===== config.mk =====
export PLATFORM = sky130hd
export DESIGN_NAME = radio_interrupt_disable_mask
export DESIGN_NICKNAME = d
export VERILOG_FILES = /design/src/rtl/radio_irq_pkg.sv /design/src/rtl/event_flag_bank.sv /design/src/rtl/radio_interrupt_disable_mask.sv
export SDC_FILE = /design/constraint.sdc
export NUM_CORES = 1
export LEC_CHECK = 0
export BUFFER_PORTS_ARGS = -buffer_cell sky130_fd_sc_hd__buf_2
export CAP_MARGIN = 20
export CORE_UTILIZATION = 40
export CTS_CLUSTER_DIAMETER = 200
export DETAILED_ROUTE_END_ITERATION = 8
export GPL_TIMING_DRIVEN = 0
export PLACE_DENSITY_LB_ADDON = 0.05
export REMOVE_ABC_BUFFERS = 1
export SKIP_LAST_GASP = 1
export SYNTH_ARGS = -nofsm -noshare
export SYNTH_HDL_FRONTEND = slang
export SYNTH_SLANG_ARGS = --single-unit

===== constraint.sdc =====
create_clock -name i_clk -period 4.2 [get_ports i_clk]
set_input_delay 1.26 -clock i_clk [delete_from_list [all_inputs] [get_ports i_clk]]
set_output_delay 1.26 -clock i_clk [all_outputs]
set_load 0.02 [all_outputs]

===== src/rtl/radio_irq_pkg.sv =====
// Purpose: shared constants for the radio interrupt enable block
// Assumes: 32-bit register words, byte addresses on the register bus
// Notes:   event bit positions are common to every event register
package radio_irq_pkg;

	localparam int unsigned DATA_W = 32;
	localparam int unsigned ADDR_W = 12;
	localparam int unsigned BE_W   = DATA_W / 8;

	// register byte offsets
	localparam logic [ADDR_W-1:0] OFS_EVENT_STATUS          = 12'h100;
	localparam logic [ADDR_W-1:0] OFS_INTERRUPT_ENABLE_SET  = 12'h304;
	localparam logic [ADDR_W-1:0] OFS_INTERRUPT_ENABLE_CLR  = 12'h308;

	// reset values
	localparam logic [DATA_W-1:0] RST_INTERRUPT_ENABLE = 32'h0000_0000;
	localparam logic [DATA_W-1:0] RST_EVENT_STATUS     = 32'h0000_0000;
	localparam logic [DATA_W-1:0] RST_READ_DATA        = 32'h0000_0000;

	// event bit positions
	localparam int unsigned BIT_READY                     = 0;
	localparam int unsigned BIT_ADDRESS                   = 1;
	localparam int unsigned BIT_PAYLOAD                   = 2;
	localparam int unsigned BIT_END                       = 3;
	localparam int unsigned BIT_DISABLED                  = 4;
	localparam int unsigned BIT_DEVICE_ADDRESS_MATCH      = 5;
	localparam int unsigned BIT_DEVICE_ADDRESS_MISS       = 6;
	localparam int unsigned BIT_SIGNAL_STRENGTH_DONE      = 7;
	localparam int unsigned BIT_BIT_COUNTER_MATCH         = 10;
	localparam int unsigned BIT_CHECKSUM_OK               = 12;
	localparam int unsigned BIT_CHECKSUM_ERROR            = 13;
	localparam int unsigned BIT_TRANSMIT_READY            = 21;
	localparam int unsigned BIT_RECEIVE_READY             = 22;
	localparam int unsigned BIT_MAC_HEADER_MATCH          = 23;
	localparam int unsigned BIT_PHYSICAL_LAYER_END        = 27;

	// implemented bits; all others are reserved and read as zero
	localparam logic [DATA_W-1:0] EVENT_BITS_USED = 32'h08e0_34ff;

	typedef enum logic [1:0] {
		REG_NONE       = 2'b00,
		REG_STATUS     = 2'b01,
		REG_ENABLE_SET = 2'b10,
		REG_ENABLE_CLR = 2'b11
	} reg_sel_type;

endpackage


===== src/rtl/event_flag_bank.sv =====
// Purpose: bank of sticky flags with priority of set over clear
// Assumes: set and clear come from logic on the same clock
// Notes:   used for both the event status and the interrupt enables
module event_flag_bank
	import radio_irq_pkg::*;
#(
	parameter int unsigned          WIDTH     = DATA_W,
	parameter logic [WIDTH-1:0]     USED_BITS = '1,
	parameter logic [WIDTH-1:0]     RESET_VAL = '0
)
(
	// clock and reset
	input  wire logic             i_clk,
	input  wire logic             i_nrst,
	// controls
	input  wire logic [WIDTH-1:0] i_set,
	input  wire logic [WIDTH-1:0] i_clear,
	// state
	output logic      [WIDTH-1:0] o_flags
);

	logic [WIDTH-1:0] flags_q;
	logic [WIDTH-1:0] flags_d;

	// a set landing with a clear is kept, so no event is lost
	always_comb
	begin
		flags_d = ((flags_q & ~i_clear) | i_set) & USED_BITS;
	end

	always_ff @(posedge i_clk or negedge i_nrst)
	begin
		if (!i_nrst)
			flags_q <= RESET_VAL;
		else
			flags_q <= flags_d;
	end

	assign o_flags = flags_q;

endmodule // event_flag_bank


===== src/rtl/radio_interrupt_disable_mask.sv =====
// Purpose: radio interrupt enable set/clear ports with sticky event status
// Assumes: events are one-cycle pulses from radio logic on i_clk
// Notes:   every access takes two cycles; waitrequest is low in the second
import radio_irq_pkg::*;

// Summary of operation
// - one clears ready..disabled enables; read shows enable
// - one clears address match or miss enable
// - one clears signal strength done enable
// - one clears bit counter match enable
// - one clears checksum ok or error enable
// - one clears transmit or receive ready enable
// - one clears MAC header match enable
// - one clears physical layer end, bit 27
// - set port shares layout, reads same enables
module radio_interrupt_disable_mask
	import radio_irq_pkg::*;
#(
	parameter logic [DATA_W-1:0] USED_BITS = EVENT_BITS_USED
)
(
	// clock and reset
	input  wire logic              i_clk,
	input  wire logic              i_nrst,
	// register bus, Avalon-MM slave
	input  wire logic [ADDR_W-1:0] i_address,
	input  wire logic              i_read,
	input  wire logic              i_write,
	input  wire logic [DATA_W-1:0] i_writedata,
	input  wire logic [BE_W-1:0]   i_byteenable,
	output logic      [DATA_W-1:0] o_readdata,
	output logic                   o_waitrequest,
	// radio event pulses
	input  wire logic              i_ready_event,
	input  wire logic              i_address_event,
	input  wire logic              i_payload_event,
	input  wire logic              i_end_event,
	input  wire logic              i_disabled_event,
	input  wire logic              i_device_address_match_event,
	input  wire logic              i_device_address_miss_event,
	input  wire logic              i_signal_strength_done_event,
	input  wire logic              i_bit_counter_match_event,
	input  wire logic              i_checksum_ok_event,
	input  wire logic              i_checksum_error_event,
	input  wire logic              i_transmit_ready_event,
	input  wire logic              i_receive_ready_event,
	input  wire logic              i_mac_header_match_event,
	input  wire logic              i_physical_layer_end_event,
	// interrupt
	output logic      [DATA_W-1:0] o_interrupt_enable,
	output logic                   o_irq
);

	// byte lanes to a bit mask
	function automatic logic [DATA_W-1:0] lane_mask(input logic [BE_W-1:0] be);
		logic [DATA_W-1:0] m;
		m = '0;
		for (int i = 0; i < BE_W; i++)
			m[i*8 +: 8] = {8{be[i]}};
		return m;
	endfunction

	// word address match, low two bits ignored
	function automatic logic hit(input logic [ADDR_W-1:0] a, input logic [ADDR_W-1:0] ofs);
		return a[ADDR_W-1:2] == ofs[ADDR_W-1:2];
	endfunction

	logic              done_q;
	logic              access;
	logic              commit;
	reg_sel_type       sel;
	logic [DATA_W-1:0] wr_ones;
	logic [DATA_W-1:0] event_vec;
	logic [DATA_W-1:0] enable_set;
	logic [DATA_W-1:0] enable_clr;
	logic [DATA_W-1:0] status_clr;
	logic [DATA_W-1:0] enable_flags;
	logic [DATA_W-1:0] status_flags;
	logic [DATA_W-1:0] readdata_q;
	logic [DATA_W-1:0] readdata_d;
	logic              irq_q;

	// bus handshake: first cycle waits, second cycle completes
	assign access        = i_read | i_write;
	assign o_waitrequest = access & ~done_q;
	assign commit        = i_write & done_q;

	always_ff @(posedge i_clk or negedge i_nrst)
	begin
		if (!i_nrst)
			done_q <= 1'b0;
		else
			done_q <= access & ~done_q;
	end

	always_comb
	begin
		if (hit(i_address, OFS_EVENT_STATUS))
			sel = REG_STATUS;
		else if (hit(i_address, OFS_INTERRUPT_ENABLE_SET))
			sel = REG_ENABLE_SET;
		else if (hit(i_address, OFS_INTERRUPT_ENABLE_CLR))
			sel = REG_ENABLE_CLR;
		else
			sel = REG_NONE;
	end

	// only bits written as one act; zeros and masked lanes do nothing
	// zero bits ignored
	assign wr_ones = i_writedata & lane_mask(i_byteenable) & USED_BITS;

	always_comb
	begin
		enable_set = '0;
		enable_clr = '0;
		status_clr = '0;
		if (commit)
		begin
			unique case (sel)
				REG_STATUS:     status_clr = wr_ones;
				REG_ENABLE_SET: enable_set = wr_ones;
				REG_ENABLE_CLR: enable_clr = wr_ones;
				REG_NONE:       ;
			endcase
		end
	end

	// event vector in the shared bit layout
	always_comb
	begin
		event_vec = '0;
		event_vec[BIT_READY]                = i_ready_event;
		event_vec[BIT_ADDRESS]              = i_address_event;
		event_vec[BIT_PAYLOAD]              = i_payload_event;
		event_vec[BIT_END]                  = i_end_event;
		event_vec[BIT_DISABLED]             = i_disabled_event;
		event_vec[BIT_DEVICE_ADDRESS_MATCH] = i_device_address_match_event;
		event_vec[BIT_DEVICE_ADDRESS_MISS]  = i_device_address_miss_event;
		event_vec[BIT_SIGNAL_STRENGTH_DONE] = i_signal_strength_done_event;
		event_vec[BIT_BIT_COUNTER_MATCH]    = i_bit_counter_match_event;
		event_vec[BIT_CHECKSUM_OK]          = i_checksum_ok_event;
		event_vec[BIT_CHECKSUM_ERROR]       = i_checksum_error_event;
		event_vec[BIT_TRANSMIT_READY]       = i_transmit_ready_event;
		event_vec[BIT_RECEIVE_READY]        = i_receive_ready_event;
		event_vec[BIT_MAC_HEADER_MATCH]     = i_mac_header_match_event;
		event_vec[BIT_PHYSICAL_LAYER_END]   = i_physical_layer_end_event;
	end

	// set and clear act on one enable bank
	event_flag_bank #(
		.WIDTH     (DATA_W),
		.USED_BITS (USED_BITS),
		.RESET_VAL (RST_INTERRUPT_ENABLE)
	) u_enable (
		.i_clk   (i_clk),
		.i_nrst  (i_nrst),
		.i_set   (enable_set),
		.i_clear (enable_clr),
		.o_flags (enable_flags)
	);

	// events stay pending whether enabled or not
	event_flag_bank #(
		.WIDTH     (DATA_W),
		.USED_BITS (USED_BITS),
		.RESET_VAL (RST_EVENT_STATUS)
	) u_status (
		.i_clk   (i_clk),
		.i_nrst  (i_nrst),
		.i_set   (event_vec),
		.i_clear (status_clr),
		.o_flags (status_flags)
	);

	// read data sampled in the waiting cycle, stands at the completing edge
	always_comb
	begin
		unique case (sel)
			REG_STATUS:     readdata_d = status_flags;
			REG_ENABLE_SET: readdata_d = enable_flags;
			REG_ENABLE_CLR: readdata_d = enable_flags;
			REG_NONE:       readdata_d = RST_READ_DATA;
		endcase
	end

	always_ff @(posedge i_clk or negedge i_nrst)
	begin
		if (!i_nrst)
			readdata_q <= RST_READ_DATA;
		else if (i_read & ~done_q)
			readdata_q <= readdata_d;
	end

	// registered so the line is glitch free; one cycle behind the flags
	// irq needs enable and flag
	always_ff @(posedge i_clk or negedge i_nrst)
	begin
		if (!i_nrst)
			irq_q <= 1'b0;
		else
			irq_q <= |(status_flags & enable_flags);
	end

	assign o_readdata         = readdata_q;
	assign o_interrupt_enable = enable_flags;
	assign o_irq              = irq_q;

endmodule // radio_interrupt_disable_mask


==> reports/metrics.csv <==
stage,metric,value,unit
logic_synthesis,synth_top_area_cell,dfrtp_1,
worst_setup_path,worstPathCellList,"buf_2, nor2_1, nor2_1, buf_2",
sta,worst_slew_pin_slew,0.734,ns
sta,drv_slew,0,
sta,slew_headroom,50.8,%
placement,io_buffers,79,
routing,post_drt_wl_per_cell,15.3,um
sta,finalSetupViolCount,0,
placement,dpl.cell_count,381,
clock_tree,cts_root_buf,clkbuf_8,
routing,drc_errors,0,
min_path,min_from,done_q$_DFF_PN0_,
min_path,hold_path_depth,1,
clock_tree,cts-hold-fix-buffers,0,
clock_tree,cts_tree,done,
worst_setup_path,rr_startpoint,done_q$_DFF_PN0_,
sta,rsz0062_at_grt,no,
routing,vias,1989,
logic_synthesis,synthDistinctLibCells,30,
logic_synthesis,synthTopCellsByArea,"dfrtp_1 (49%), buf_4 (11%), a211o_1 (5.5%)",
floorplan,pin_count,133,
worst_setup_path,worst-r2r-cell-count,4,
floorplan,dieArea,0.00633,sq mm
run_status,outcome,"finished, final reports clean",
power,p_leak,0.00155,uW
worst_setup_path,cp.required,2.94,ns
clock_tree,clock-sinks,47,
routing,drt_wl_total,5.95,mm
worst_setup_path,slowest_delay,0.19,ns
power,p_per_area,307,mW/mm^2
cells_and_area,instances_no_fill,389,
logic_synthesis,synth_top_area_share,48.9,%
cells_and_area,diodes,0,
floorplan,start_util,42.7,%
floorplan,die_y,79.6,um
global_routing,grt_overflow_total,0,
cells_and_area,drive_gt1_share,29.3,%
clock_tree,numCtsBuffers,5,
logic_synthesis,syn-mean-instance-area,10.0,sq um
flow_run,drv_cap,0,
clock_tree,clk_latency,0.30,ns
logic_synthesis,ys_seq_elements,47,
logic_synthesis,synth_seq_area_share,48.9,%
power,p_total,881,uW
min_path,min_to,done_q$_DFF_PN0_,
logic_synthesis,yosys_warnings,0,
cells_and_area,area_growth,19.1,%
floorplan,rows,27,
floorplan,fp.coreArea,0.00564,sq mm
logic_synthesis,synth_area,0.00241,sq mm
routing,drt-initial-drc-count,115,
sta,clock.fmax,0.336,GHz
worst_setup_path,critPathLaunch,i_read,
sta,hold_violations,0,
sta,fin_crit,2.97,ns
clock_tree,htreeDepth,2,
worst_setup_path,r2r-end,o_readdata[6]$_DFFE_PN0P_,
worst_setup_path,crit_path_start_kind,primary input,
placement,hpwlAfterDp,4.07,mm
sta,skew,0.00461,ns
placement,gp_congestion,0.725,
power,ir_drop,157,uV
global_routing,grt_max_degree,48,
global_routing,grt_util_all_layers,19.8,%
worst_setup_path,crit_type,in -> out,
clock_tree,clk_pin_slew,0.09,ns
routing,dr.pass1.iters,5,
clock_tree,cts_resized,0,
worst_setup_path,cp_slowest_cell,buf_2,
worst_setup_path,crit_arrival,1.71,ns
sta,fin_crit_sh,70.8,%
clock_tree,clk_path_buf_depth,2,
floorplan,die_w,79.6,um
cells_and_area,layout.nets,384,
global_routing,first_global_vias,1841,
worst_setup_path,critPathMaxFanout,3,
routing,antenna_left,0,
worst_setup_path,end_kind,primary output,
clock_tree,cts_setup_buffers,0,
global_routing,grt_pass1_wl,9.34,mm
logic_synthesis,netlist_instances,240,
worst_setup_path,r2r_slack,2.13,ns
routing,viasPerCell,5.11,
global_routing,antenna_found_initial,0,
min_path,holdCritPathClass,reg -> reg,
power by group:
part	switching [uW]	leakage [uW]	total, uW	internal (uW)
sequential	1.82	0.000576	456	455
clock	151	0.0000513	326	175
combinational	71.9	0.000921	98.9	27.0
cell families (layout without fill, tap and decap cells):
logic type      Yosys count  after routing  synth area share [%]
simple gates             77             77                  18.8
buf+inv                  47             91                  13.1
flops                    47             47                  48.9
compound gates           67             67                  18.8
other cells               1             34                 0.156
xor+xnor                  1              1                 0.364
Yosys cell counts:
| cell | number |
|---|---|
| a21o_1 | 15 |
| nor2b_1 | 1 |
| a22o_1 | 1 |
| and4_1 | 1 |
| buf_4 | 34 |
| a222oi_1 | 1 |
| o21ai_1 | 20 |
| nand4b_1 | 1 |
| and3_1 | 17 |
| nand4_1 | 7 |
| nor2_1 | 3 |
| a22oi_1 | 4 |
| a221oi_1 | 1 |
| conb_1 | 1 |
| nand2_1 | 8 |
| inv_1 | 1 |
| and2_1 | 16 |
| nor3_1 | 1 |
| or3b_2 | 1 |
| a211o_1 | 15 |
| or3_1 | 1 |
| clkbuf_1 | 8 |
| nand3_1 | 15 |
| nand2b_1 | 3 |
| o21ai_0 | 10 |
| buf_2 | 3 |
| buf_6 | 1 |
| xor2_1 | 1 |
| dfrtp_1 | 47 |
| or4_4 | 2 |
metal layers:
| metal | global-route usage (%) | vias up | wire length [um] | part of all wire, % |
|---|---|---|---|---|
| met5 | 0 | - | 0 | 0 |
| met4 | 4.91 | 0 | 57 | 0.96 |
| met3 | 4.57 | 6 | 372 | 6.2 |
| met2 | 32.1 | 86 | 2790 | 47 |
| met1 | 26.5 | 947 | 2740 | 46 |
| li1 | - | 950 | - | - |
layout make-up:
class                      instances  area [sq um]
sequential                        47          1180
multi-input combinational        179          1040
tap                               72          90.1
clock buffer                       6          72.6
fill                             570          2780
clock inverter                     1          30.0
inverter                           1          3.75
timing repair buffer              83           449
how the worst max path moves through the flow:
| stage | end | cells after the start | slack (ns) |
|---|---|---|---|
| after floorplan | u_status.o_flags[10]$_DFF_PN0_ | 4 | 0.59 |
| after global placement | u_status.o_flags[13]$_DFF_PN0_ | 5 | -0.75 |
| after detailed placement | u_enable.o_flags[0]$_DFF_PN0_ | 5 | 1.0 |
| after CTS | o_waitrequest | 4 | 1.23 |
| after global routing | o_waitrequest | 4 | 1.17 |
| final | o_waitrequest | 4 | 1.23 |
layout by cell type, fill, tap and decap left out, types with 7 or more instances in the layout:
| cell type | count |
|---|---|
| buf_2 | 79 |
| dfrtp_1 | 47 |
| conb_1 | 34 |
| o21ai_1 | 20 |
| and3_1 | 17 |
| and2_1 | 16 |
| nand3_1 | 15 |
| a21o_1 | 15 |
| a211o_1 | 15 |
| o21ai_0 | 10 |
| nand2_1 | 8 |
| nand4_1 | 7 |
metrics by stage:
stage | cell area, sq um | TNS (ns) | hold WS, ns | setup slack (ns) | utilization (%)
6_report | 2870 | 0 | 0.499 | 1.23 | 50.8
5_1_grt | 2870 | 0 | 0.524 | 1.17 | 50.8
4_1_cts | 2850 | 0 | 0.498 | 1.23 | 50.5
3_5_place_dp | 2740 | 0 | 0.487 | 0.996 | 48.6
3_3_place_gp | 2710 | -20.92 | 0.475 | -0.753 | 47.9
2_1_floorplan | 2220 | 0 | 0.463 | 0.586 | -
critical path: cells and delay by family:
kind	cells	cell delay, ns
buffers and inverters	2	0.29
and+or+nand+nor	2	0.17
registers in the layout, summed over array words and instances, names as in the netlist:
name and count:
o_readdata 15, u_enable.o_flags 15, u_status.o_flags 15, done_q 1
o_irq 1
Note: power is estimated with default switching activity, not from simulation.
